===== config.mk =====
export PLATFORM = sky130hd
export DESIGN_NAME = voltage_reference_control
export DESIGN_NICKNAME = d
export VERILOG_FILES = /design/src/rtl/sync_2ff.v /design/src/rtl/voltage_reference_control.v
export VERILOG_INCLUDE_DIRS = /design/src /design/src/rtl
export SDC_FILE = /design/constraint.sdc
export NUM_CORES = 1
export LEC_CHECK = 0
export ABC_AREA = 1
export BUFFER_PORTS_ARGS = -buffer_cell sky130_fd_sc_hd__buf_2
export CORE_MARGIN = 5
export CORE_UTILIZATION = 38
export CTS_CLUSTER_DIAMETER = 120
export DETAILED_ROUTE_END_ITERATION = 8
export GPL_TIMING_DRIVEN = 0
export PLACE_DENSITY = 0.75
export SLEW_MARGIN = 20
export SYNTH_ARGS = -nofsm -noshare
export SYNTH_HDL_FRONTEND = slang
export SYNTH_HIERARCHICAL = 1
export SYNTH_SLANG_ARGS = --single-unit

===== constraint.sdc =====
create_clock -name SYS_CLK -period 1.51 [get_ports SYS_CLK]
set_input_delay 0.302 -clock SYS_CLK [delete_from_list [all_inputs] [get_ports SYS_CLK]]
set_output_delay 0.302 -clock SYS_CLK [all_outputs]
set_load 0.02 [all_outputs]

===== src/rtl/vref_ctrl_regs.vh =====
// Register offsets, field positions and reset values of the reference control block
`ifndef VREF_CTRL_REGS_VH
`define VREF_CTRL_REGS_VH
`define REG_TRIM_OFS 4'h0
`define REG_CTRL_OFS 4'h4
`define REG_POWER_OFS 4'h8
`define CTRL_EN_BIT 7
`define CTRL_STABLE_BIT 2
`define CTRL_MODE_HI 1
`define CTRL_MODE_LO 0
`define MODE_BANDGAP 2'h0
`define MODE_LOWPOWER 2'h1
`define MODE_TIGHT 2'h2
`define MODE_RESERVED 2'h3
`define CTRL_RESET 8'h00
`define POWER_RESET 8'h00
`define POWER_KEEP_BIT 0
`define SYNC_FLUSH_COUNT 2'h3
`endif


===== src/rtl/sync_2ff.v =====
// Two-stage level synchronizer
`timescale 1ns/1ps
module sync_2ff (
    input wire clk,
    input wire rst,
    input wire din,
    output reg dout
);
    reg meta_reg;
    always @(posedge clk) begin
        if (rst) begin
            meta_reg <= 1'b0;
            dout <= 1'b0;
        end else begin
            meta_reg <= din;
            dout <= meta_reg;
        end
    end
endmodule // sync_2ff


===== src/rtl/voltage_reference_control.v =====
// Wishbone register bank and analog enables for the bandgap voltage reference
// Functional notes
// - At reset the trim code register loads the factory trim input, not a constant.
// - The trim code goes to the analog reference unchanged as offset binary, one step per code.
// - With the enable bit 7 clear, bandgap and both buffers are off whatever the mode.
// - Mode 00 is bandgap only, 01 low-power buffer, 10 tight-regulation buffer, 11 reserved.
// - Stable flag at bit 2 reads high only once startup is done, low while disabled or unstable.
// - A mode change while enabled and stable leaves the stable flag set; a change to mode 11 turns the bandgap off and the flag drops with ready.
// - In bandgap-only mode the bandgap is on and both buffers are off.
// - The reference runs in run and wait modes and stays on in third stop mode if allowed.
//
// Decided for this implementation: the Wishbone slave port.
`timescale 1ns/1ps
`include "vref_ctrl_regs.vh"
module voltage_reference_control (
    // System
    input wire SYS_CLK,
    input wire SYS_RST,
    // Wishbone slave
    input wire WB_CYC_I,
    input wire WB_STB_I,
    input wire WB_WE_I,
    input wire [3:0] WB_ADR_I,
    input wire [3:0] WB_SEL_I,
    input wire [31:0] WB_DAT_I,
    output reg [31:0] WB_DAT_O,
    output reg WB_ACK_O,
    // Factory trim and power mode
    input wire [7:0] FACTORY_TRIM,
    input wire THIRD_STOP_MODE,
    // Analog side
    input wire ANALOG_READY,
    output reg [7:0] TRIM_CODE,
    output reg BANDGAP_EN,
    output reg LOWPOWER_BUF_EN,
    output reg TIGHT_BUF_EN
);
    // Reset images of the control and power registers
    localparam [7:0] ctrl_rst_val = `CTRL_RESET;
    localparam [7:0] power_rst_val = `POWER_RESET;
    // Startup tracking states
    localparam [1:0] st_off = 2'h0;
    localparam [1:0] st_flush = 2'h1;
    localparam [1:0] st_wait = 2'h2;
    localparam [1:0] st_stable = 2'h3;

    // Software visible state
    reg [7:0] trim_reg;
    reg reference_enable_reg;
    reg [1:0] mode_reg;
    reg third_stop_keep_reg;
    reg stable_reg;
    reg stable_next;

    // Startup tracking
    reg [1:0] state_reg;
    reg [1:0] state_next;
    reg [1:0] flush_reg;
    reg [1:0] flush_next;
    wire ready_sync;
    wire run_on;

    // Bus decode and strobes
    reg hit_trim;
    reg hit_ctrl;
    reg hit_power;
    wire req;
    wire wr_req;
    wire wr_trim;
    wire wr_ctrl;
    wire wr_power;
    reg [31:0] rdata_next;

    // Next values of the registered outputs
    reg ack_next;
    reg [31:0] dat_next;
    reg bg_next;
    reg lp_next;
    reg tr_next;

    // Unmapped addresses are acked, read zero and ignore writes
    always @* begin
        hit_trim = 1'b0;
        hit_ctrl = 1'b0;
        hit_power = 1'b0;
        if (WB_ADR_I == `REG_TRIM_OFS) begin
            hit_trim = 1'b1;
        end else if (WB_ADR_I == `REG_CTRL_OFS) begin
            hit_ctrl = 1'b1;
        end else if (WB_ADR_I == `REG_POWER_OFS) begin
            hit_power = 1'b1;
        end
    end

    // A request is taken once; the ack that follows blocks a second take
    assign req = WB_CYC_I & WB_STB_I & ~WB_ACK_O;
    // Only byte lane 0 carries register bits
    assign wr_req = req & WB_WE_I & WB_SEL_I[0];
    assign wr_trim = wr_req & hit_trim;
    assign wr_ctrl = wr_req & hit_ctrl;
    assign wr_power = wr_req & hit_power;

    // Trim loads the factory value while reset is held (synchronous reset)
    always @(posedge SYS_CLK) begin
        if (SYS_RST) begin
            trim_reg <= FACTORY_TRIM;
        end else if (wr_trim) begin
            trim_reg <= WB_DAT_I[7:0];
        end
    end

    always @(posedge SYS_CLK) begin
        if (SYS_RST) begin
            reference_enable_reg <= ctrl_rst_val[`CTRL_EN_BIT];
        end else if (wr_ctrl) begin
            reference_enable_reg <= WB_DAT_I[`CTRL_EN_BIT];
        end
    end

    always @(posedge SYS_CLK) begin
        if (SYS_RST) begin
            mode_reg <= ctrl_rst_val[`CTRL_MODE_HI:`CTRL_MODE_LO];
        end else if (wr_ctrl) begin
            mode_reg <= WB_DAT_I[`CTRL_MODE_HI:`CTRL_MODE_LO];
        end
    end

    always @(posedge SYS_CLK) begin
        if (SYS_RST) begin
            third_stop_keep_reg <= power_rst_val[`POWER_KEEP_BIT];
        end else if (wr_power) begin
            third_stop_keep_reg <= WB_DAT_I[`POWER_KEEP_BIT];
        end
    end

    // In third stop mode the reference stays on only when software allowed it
    assign run_on = reference_enable_reg & (~THIRD_STOP_MODE | third_stop_keep_reg);

    sync_2ff u_ready_sync (
        .clk(SYS_CLK),
        .rst(SYS_RST),
        .din(ANALOG_READY),
        .dout(ready_sync)
    );

    // A ready level still in the synchronizer from an earlier turn-on must not set the
    // flag, so it is ignored until the pipe from enable to ready has refilled
    always @* begin
        state_next = state_reg;
        flush_next = flush_reg;
        case (state_reg)
            st_off: begin
                flush_next = `SYNC_FLUSH_COUNT;
                if (run_on) begin
                    state_next = st_flush;
                end
            end
            st_flush: begin
                if (!run_on) begin
                    state_next = st_off;
                end else if (flush_reg == 2'h0) begin
                    state_next = st_wait;
                end else begin
                    flush_next = flush_reg - 2'h1;
                end
            end
            st_wait: begin
                if (!run_on) begin
                    state_next = st_off;
                end else if (ready_sync) begin
                    state_next = st_stable;
                end
            end
            st_stable: begin
                // Mode is not looked at; the flag drops when ready falls, as after mode 11 turns the bandgap off, or when run_on falls
                if (!run_on) begin
                    state_next = st_off;
                end else if (!ready_sync) begin
                    state_next = st_wait;
                end
            end
            default: begin
                state_next = st_off;
            end
        endcase
    end

    always @* begin
        stable_next = (state_next == st_stable);
    end

    always @(posedge SYS_CLK) begin
        if (SYS_RST) begin
            state_reg <= st_off;
            flush_reg <= `SYNC_FLUSH_COUNT;
        end else begin
            state_reg <= state_next;
            flush_reg <= flush_next;
        end
    end

    always @(posedge SYS_CLK) begin
        if (SYS_RST) begin
            stable_reg <= 1'b0;
        end else begin
            stable_reg <= stable_next;
        end
    end

    // Read data of the addressed register; upper bits read zero
    always @* begin
        rdata_next = 32'h00000000;
        if (hit_trim) begin
            rdata_next[7:0] = trim_reg;
        end else if (hit_ctrl) begin
            rdata_next[`CTRL_EN_BIT] = reference_enable_reg;
            rdata_next[`CTRL_STABLE_BIT] = stable_reg;
            rdata_next[`CTRL_MODE_HI:`CTRL_MODE_LO] = mode_reg;
        end else if (hit_power) begin
            rdata_next[`POWER_KEEP_BIT] = third_stop_keep_reg;
        end
    end

    // Bus answer: ack one cycle after the take, data only while ack stands
    always @* begin
        ack_next = req;
        dat_next = 32'h00000000;
        if (req) begin
            dat_next = rdata_next;
        end
    end

    // Reserved mode 11 leaves everything off, as safest choice
    always @* begin
        bg_next = 1'b0;
        lp_next = 1'b0;
        tr_next = 1'b0;
        if (run_on) begin
            case (mode_reg)
                `MODE_BANDGAP: begin
                    bg_next = 1'b1;
                end
                `MODE_LOWPOWER: begin
                    bg_next = 1'b1;
                    lp_next = 1'b1;
                end
                `MODE_TIGHT: begin
                    bg_next = 1'b1;
                    tr_next = 1'b1;
                end
                default: begin
                    bg_next = 1'b0;
                end
            endcase
        end
    end

    // Every output comes straight from a flip-flop
    always @(posedge SYS_CLK) begin
        if (SYS_RST) begin
            WB_ACK_O <= 1'b0;
        end else begin
            WB_ACK_O <= ack_next;
        end
    end

    always @(posedge SYS_CLK) begin
        if (SYS_RST) begin
            WB_DAT_O <= 32'h00000000;
        end else begin
            WB_DAT_O <= dat_next;
        end
    end

    always @(posedge SYS_CLK) begin
        if (SYS_RST) begin
            TRIM_CODE <= 8'h00;
        end else begin
            TRIM_CODE <= trim_reg;
        end
    end

    always @(posedge SYS_CLK) begin
        if (SYS_RST) begin
            BANDGAP_EN <= 1'b0;
        end else begin
            BANDGAP_EN <= bg_next;
        end
    end

    always @(posedge SYS_CLK) begin
        if (SYS_RST) begin
            LOWPOWER_BUF_EN <= 1'b0;
        end else begin
            LOWPOWER_BUF_EN <= lp_next;
        end
    end

    always @(posedge SYS_CLK) begin
        if (SYS_RST) begin
            TIGHT_BUF_EN <= 1'b0;
        end else begin
            TIGHT_BUF_EN <= tr_next;
        end
    end
endmodule // voltage_reference_control


==> flow_summary.ini, run 1 <==
[layout]
postLayoutCellArea_mm2 = 0.00216
multi_input_area_um2 = 573
layout-drive-gt1-share_pct = 31.9
ff_latch_area_um2 = 861
fillCellCount = 420
diodes = 0
final_nets = 337
synthToLayoutAreaGrowth_pct = 30.8

[synthesis]
yosys_warnings = 6
synth_area_per_cell_um2 = 8.08
synthCells = 204
synth_ff_type = dfxtp_1
yosys.area.top_type = dfxtp_1
yosysMostFrequentCell = nand2_1
ys_ff_latch = 39
ys_top_cells_by_count = 46 x nand2_1, 31 x dfxtp_1, 30 x nor2_1
ys_seq_area_share_pct = 52.2
ys_top_cells_by_area = dfxtp_1 38%, edfxtp_1 15%, buf_4 11%
synthDistinctLibCells = 19
synth-edff-count = 8
synth_async_sr_flop_share_pct = 0
synthesis.area_mm2 = 0.00165
synth_top_area_share_pct = 37.7

[sta]
fin_crit_ns = 1.29
whs_ns = 0.216
setup_viol = 0
fin_skew_ns = 0.00399
fmax_mhz = 776
hold_violations = 0
rsz0062_at_grt = false
timing.final.crit_share_pct = 85.4
drv_slew = 0

[route]
finalWirelength_mm = 3.01
drc = 0
final_antenna_net_count = 0
wl_per_cell_um = 9.01
dr.pass1.iters = 4
vias = 1348
drtIter0Drc = 27
via_per_inst = 4.04

[clocking]
clk_latency_ns = 0.29
cts_setup_buffers = 0
htreeDepth = 2
cts_sinks = 39
clock-root-buffer = clkbuf_8
cts-buffers-inserted = 5
hold_buffers = 0
cts_buffer_depth = 2
clkSlewWorstSetupHoldPaths_ns = 0.07
cts_tree = yes

[global_route]
grt_overflow = 0
grt_antenna_before_repair = 0
met3_usage_pct = 3.43
grt.busiest_layer = met2
grt_max_degree = 13
grt_util_met2_pct = 18.7
grt_pass1_vias = 1178
grt_use_total_pct = 10.9
use_met1_pct = 12.0
grt_pass1_wl_mm = 4.76

[floorplan]
dieWidth_um = 75.9
io_pins = 99
design.die.area_mm2 = 0.00575
start_util_pct = 38.4
die_h_um = 75.9
core_area_mm2 = 0.00429
row_count = 24

[placed_design]
dp_hpwl_mm = 2.46
port_buffers = 47
placed_area_mm2 = 0.00203
place_congestion = 0.856

[setup_path]
critPathKind = flop to flop
rr_endpoint = flush_reg[0]$_SDFFE_PP1P_
crit_path_start_kind = flop
cp.required_ns = 1.68
rrSetupSlack_ns = 0.22
reg2reg_depth = 6
cp_max_fo = 5
crit_path_end_kind = flop
arrival_ns = 1.46
timing.rr.start = flush_reg[0]$_SDFFE_PP1P_

[pwr]
p_leak_uw = 0.00119
power.density_mw_per_mm2 = 1050
ir_worst_vdd_uv = 347

[status]
outcome = finished clean

[worst_hold_path]
hold_path.class = input port to flop
whs_path_depth = 3
min_to = u_ready_sync/meta_reg$_SDFF_PP0_
min-delay-start = ANALOG_READY

[flow_run]
cap_violations = 0
## repair_timing
item,CTS,global route
setup endpoints to repair,0,8
resized for setup,0,1
hold endpoints to repair,0,0
## where the power goes
part | switching [uW] | internal, uW | total [uW]
sequential | 11.6 | 1110 | 1120
clock | 347 | 534 | 881
combinational | 166 | 105 | 271
total | 524 | 1750 | 2270
## worst max path at each step
stage                         startpoint                   endpoint  slack (ns)  cells after the start
2_1_floorplan        WB_ACK_O$_SDFF_PP0_      trim_reg[0]$_DFFE_PP_        0.14                      3
3_3_place_gp                 WB_ADR_I[1]      trim_reg[6]$_DFFE_PP_       -0.12                      4
3_5_place_dp                 WB_ADR_I[1]      trim_reg[6]$_DFFE_PP_       -0.15                      4
4_1_cts              WB_ACK_O$_SDFF_PP0_      trim_reg[4]$_DFFE_PP_        0.04                      3
5_1_grt        flush_reg[0]$_SDFFE_PP1P_  flush_reg[1]$_SDFFE_PP1P_         0.1                      6
6_report       flush_reg[0]$_SDFFE_PP1P_  flush_reg[0]$_SDFFE_PP1P_        0.22                      6
## layer usage
layer  vias to the layer above  share of wire [%]
li1                        726                  -
met1                       565                 40
met2                        52                 49
met3                         5                9.2
met4                         0                1.5
met5                         -                  0
## area by class of cell
cell class / count / share of cell area, %
Buffer: 27 / 9.05
Clock buffer: 6 / 3.83
Clock inverter: 2 / 1.63
Inverter: 29 / 5.05
Multi-Input combinational cell: 132 / 26.6
Sequential cell: 39 / 39.9
Tap cell: 52 / 3.02
Timing Repair Buffer: 47 / 10.9
## cells by family after synthesis
kind of cell / after synthesis / synth area share [%]
other: 1 / 0.228
and+or+nand+nor: 97 / 25.3
buffers and inverters: 56 / 18.5
DFF: 39 / 52.2
AOI/OAI and AO/OA: 10 / 3.04
adders and majority gates: 1 / 0.759
## stage by stage
stage | TNS [ns] | worst slack (ns) | util [%] | std cells | total power (uW)
floorplan | 0 | 0.143 | - | 227 | 1340
global placement | -0.981 | -0.123 | 47.4 | 326 | 1410
detailed placement | -1.21 | -0.152 | 47.4 | 326 | 1410
CTS | 0 | 0.0434 | 50.1 | 334 | 2290
global route | 0 | 0.0972 | 50.2 | 334 | 2360
finish | 0 | 0.221 | 50.2 | 334 | 2270
## worst max-delay path, cell delays in order (launching register included)
cell,delay [ns]
dfxtp_1,0.35
inv_1,0.05
ha_1,0.18
a21oi_1,0.34
nand2_1,0.12
nand2_1,0.07
nand3_1,0.06
## cells in the final DEF (no fill, tap or decap), types with 2 or more instances in the layout
cell,count
buf_4,24
conb_1,24
clkbuf_8,6
inv_1,27
buf_2,50
nand3_1,14
a21oi_1,4
nor2_4,3
inv_2,2
o21ai_0,4
nor2_1,30
edfxtp_1,8
nand2_1,46
dfxtp_1,31
No activity file was read; power rests on OpenSTA's default activity.
==> inputs of run 2 (changes only) <==
--- a/config.mk
+++ b/config.mk
@@ -7,7 +7,7 @@
 export NUM_CORES = 1
 export LEC_CHECK = 0
 export ABC_AREA = 1
-export BUFFER_PORTS_ARGS = -buffer_cell sky130_fd_sc_hd__buf_2
+export BUFFER_PORTS_ARGS = -buffer_cell sky130_fd_sc_hd__buf_4
 export CORE_MARGIN = 5
 export CORE_UTILIZATION = 38
 export CTS_CLUSTER_DIAMETER = 120
==> flow_summary.ini, run 2 (synthesis results as in run 1) <==
[status]
outcome = finished clean

[flow_run]
cap_violations = 0

[floorplan]
dieWidth_um = 75.9
io_pins = 99
die_h_um = 75.9
row_count = 24
core_area_mm2 = 0.00429
design.die.area_mm2 = 0.00575
start_util_pct = 38.4

[clocking]
cts_buffer_depth = 2
cts_tree = yes
htreeDepth = 2
cts-buffers-inserted = 5
cts_setup_buffers = 0
hold_buffers = 0
clkSlewWorstSetupHoldPaths_ns = 0.07
clock-root-buffer = clkbuf_8
clk_latency_ns = 0.28
cts_sinks = 39

[route]
via_per_inst = 4.06
drtIter0Drc = 64
wl_per_cell_um = 9.65
vias = 1356
final_antenna_net_count = 0
drc = 0
finalWirelength_mm = 3.22
dr.pass1.iters = 4

[global_route]
grt_overflow = 0
met3_usage_pct = 4.49
grt_antenna_before_repair = 0
grt_use_total_pct = 11.6
grt_max_degree = 13
grt_pass1_wl_mm = 4.97
grt_util_met2_pct = 19.5
grt_pass1_vias = 1206
use_met1_pct = 12.7
grt.busiest_layer = met2

[setup_path]
cp_max_fo = 5
reg2reg_depth = 6
rrSetupSlack_ns = 0.22
cp.required_ns = 1.67
rr_endpoint = flush_reg[0]$_SDFFE_PP1P_
timing.rr.start = flush_reg[0]$_SDFFE_PP1P_
critPathKind = flop to flop
crit_path_start_kind = flop
crit_path_end_kind = flop
arrival_ns = 1.45

[pwr]
p_leak_uw = 0.00121
ir_worst_vdd_uv = 370
power.density_mw_per_mm2 = 1010
p_clk_share_pct = 38.2
p_switching_uw = 524
power_frac_seq_pct = 48.7
swShare_pct = 22.8
p_int_uw = 1780
combPwrFrac_pct = 13.1

[layout]
synthToLayoutAreaGrowth_pct = 38.0
diodes = 0
final_nets = 337
final_cell_mix = 71 x buf_4, 46 x nand2_1, 31 x dfxtp_1, 30 x nor2_1, 27 x inv_1
layoutNonFillerInstCount = 334
layout-drive-gt1-share_pct = 31.9
final_common_cell = buf_4
fillCellCount = 406

[worst_hold_path]
min_to = u_ready_sync/dout$_SDFF_PP0_
min-delay-start = SYS_RST
hold_path.class = input port to flop
whs_path_depth = 2

[sta]
tns_ns = 0
fin_ws_ns = 0.223
fmax_mhz = 777
fin_skew_ns = 0.00531
drv_slew = 0
rsz0062_at_grt = false
timing.final.crit_share_pct = 85.3
fin_crit_ns = 1.29
hold_violations = 0
setup_viol = 0

[placed_design]
placedCellCount = 326
dp_hpwl_mm = 2.55
place_congestion = 0.802
port_buffers = 47
place_ws_ns = -0.145
==> run 2: cell counts in the layout (fill, tap and decap cells not counted) <==
No cell type changed its count.
==> run 2: worst max-delay path, cell delays in order (launching register included) <==
cell and delay [ns]:
dfxtp_1 0.35, inv_1 0.05, ha_1 0.19, a21oi_1 0.32, nand2_1 0.12, nand2_1 0.07, nand3_1 0.06
==> run 2: power groups by stage <==
stage               clock network [uW]  registers (uW)  logic (uW)
floorplan                            0            1160         173
global placement                     0            1140         295
detailed placement                   0            1140         298
CTS                                905            1120         298
global route                       939            1120         331
finish                             879            1120         301
==> run 2: cell type report <==
class | count | area (um^2) | share of cell area [%]
sequential | 39 | 861 | 37.9
tap | 52 | 65.1 | 2.86
multi-input combinational | 132 | 573 | 25.2
buffer | 27 | 195 | 8.59
clock inverter | 2 | 35.0 | 1.54
inverter | 29 | 109 | 4.79
timing repair buffer | 47 | 353 | 15.5
clock buffer | 6 | 82.6 | 3.63
==> run 2: timing repair <==
action                                 in CTS  in global routing
endpoints found under the hold margin       0                  0
resized for setup                           0                  1
setup endpoints to repair                   0                  8
==> run 2: worst max path at each step <==
stage                     slack [ns]                 startpoint                         to  cells after the start
after floorplan                 0.14        WB_ACK_O$_SDFF_PP0_      trim_reg[0]$_DFFE_PP_                      3
after global placement         -0.11                WB_ADR_I[1]      trim_reg[6]$_DFFE_PP_                      4
after detailed placement       -0.14                WB_ADR_I[1]      trim_reg[6]$_DFFE_PP_                      4
after CTS                       0.05        WB_ACK_O$_SDFF_PP0_      trim_reg[3]$_DFFE_PP_                      3
after global routing            0.09  flush_reg[0]$_SDFFE_PP1P_  flush_reg[0]$_SDFFE_PP1P_                      6
final                           0.22  flush_reg[0]$_SDFFE_PP1P_  flush_reg[0]$_SDFFE_PP1P_                      6
==> run 2: metrics by stage <==
stage	hold slack [ns]	utilization (%)	power, uW	area, um^2
after floorplan	0.373	-	1340	1730
after global placement	0.390	50.1	1440	2150
after detailed placement	0.401	50.1	1440	2150
after CTS	0.186	52.9	2320	2270
after global routing	0.205	52.9	2390	2270
final	0.194	52.9	2300	2270
==> run 2: metal layers <==
| layer | share of wire, % | up-vias |
|---|---|---|
| met3 | 9.1 | 2 |
| met5 | 0 | - |
| met2 | 49 | 60 |
| met1 | 41 | 570 |
| li1 | - | 724 |
| met4 | 1.0 | 0 |
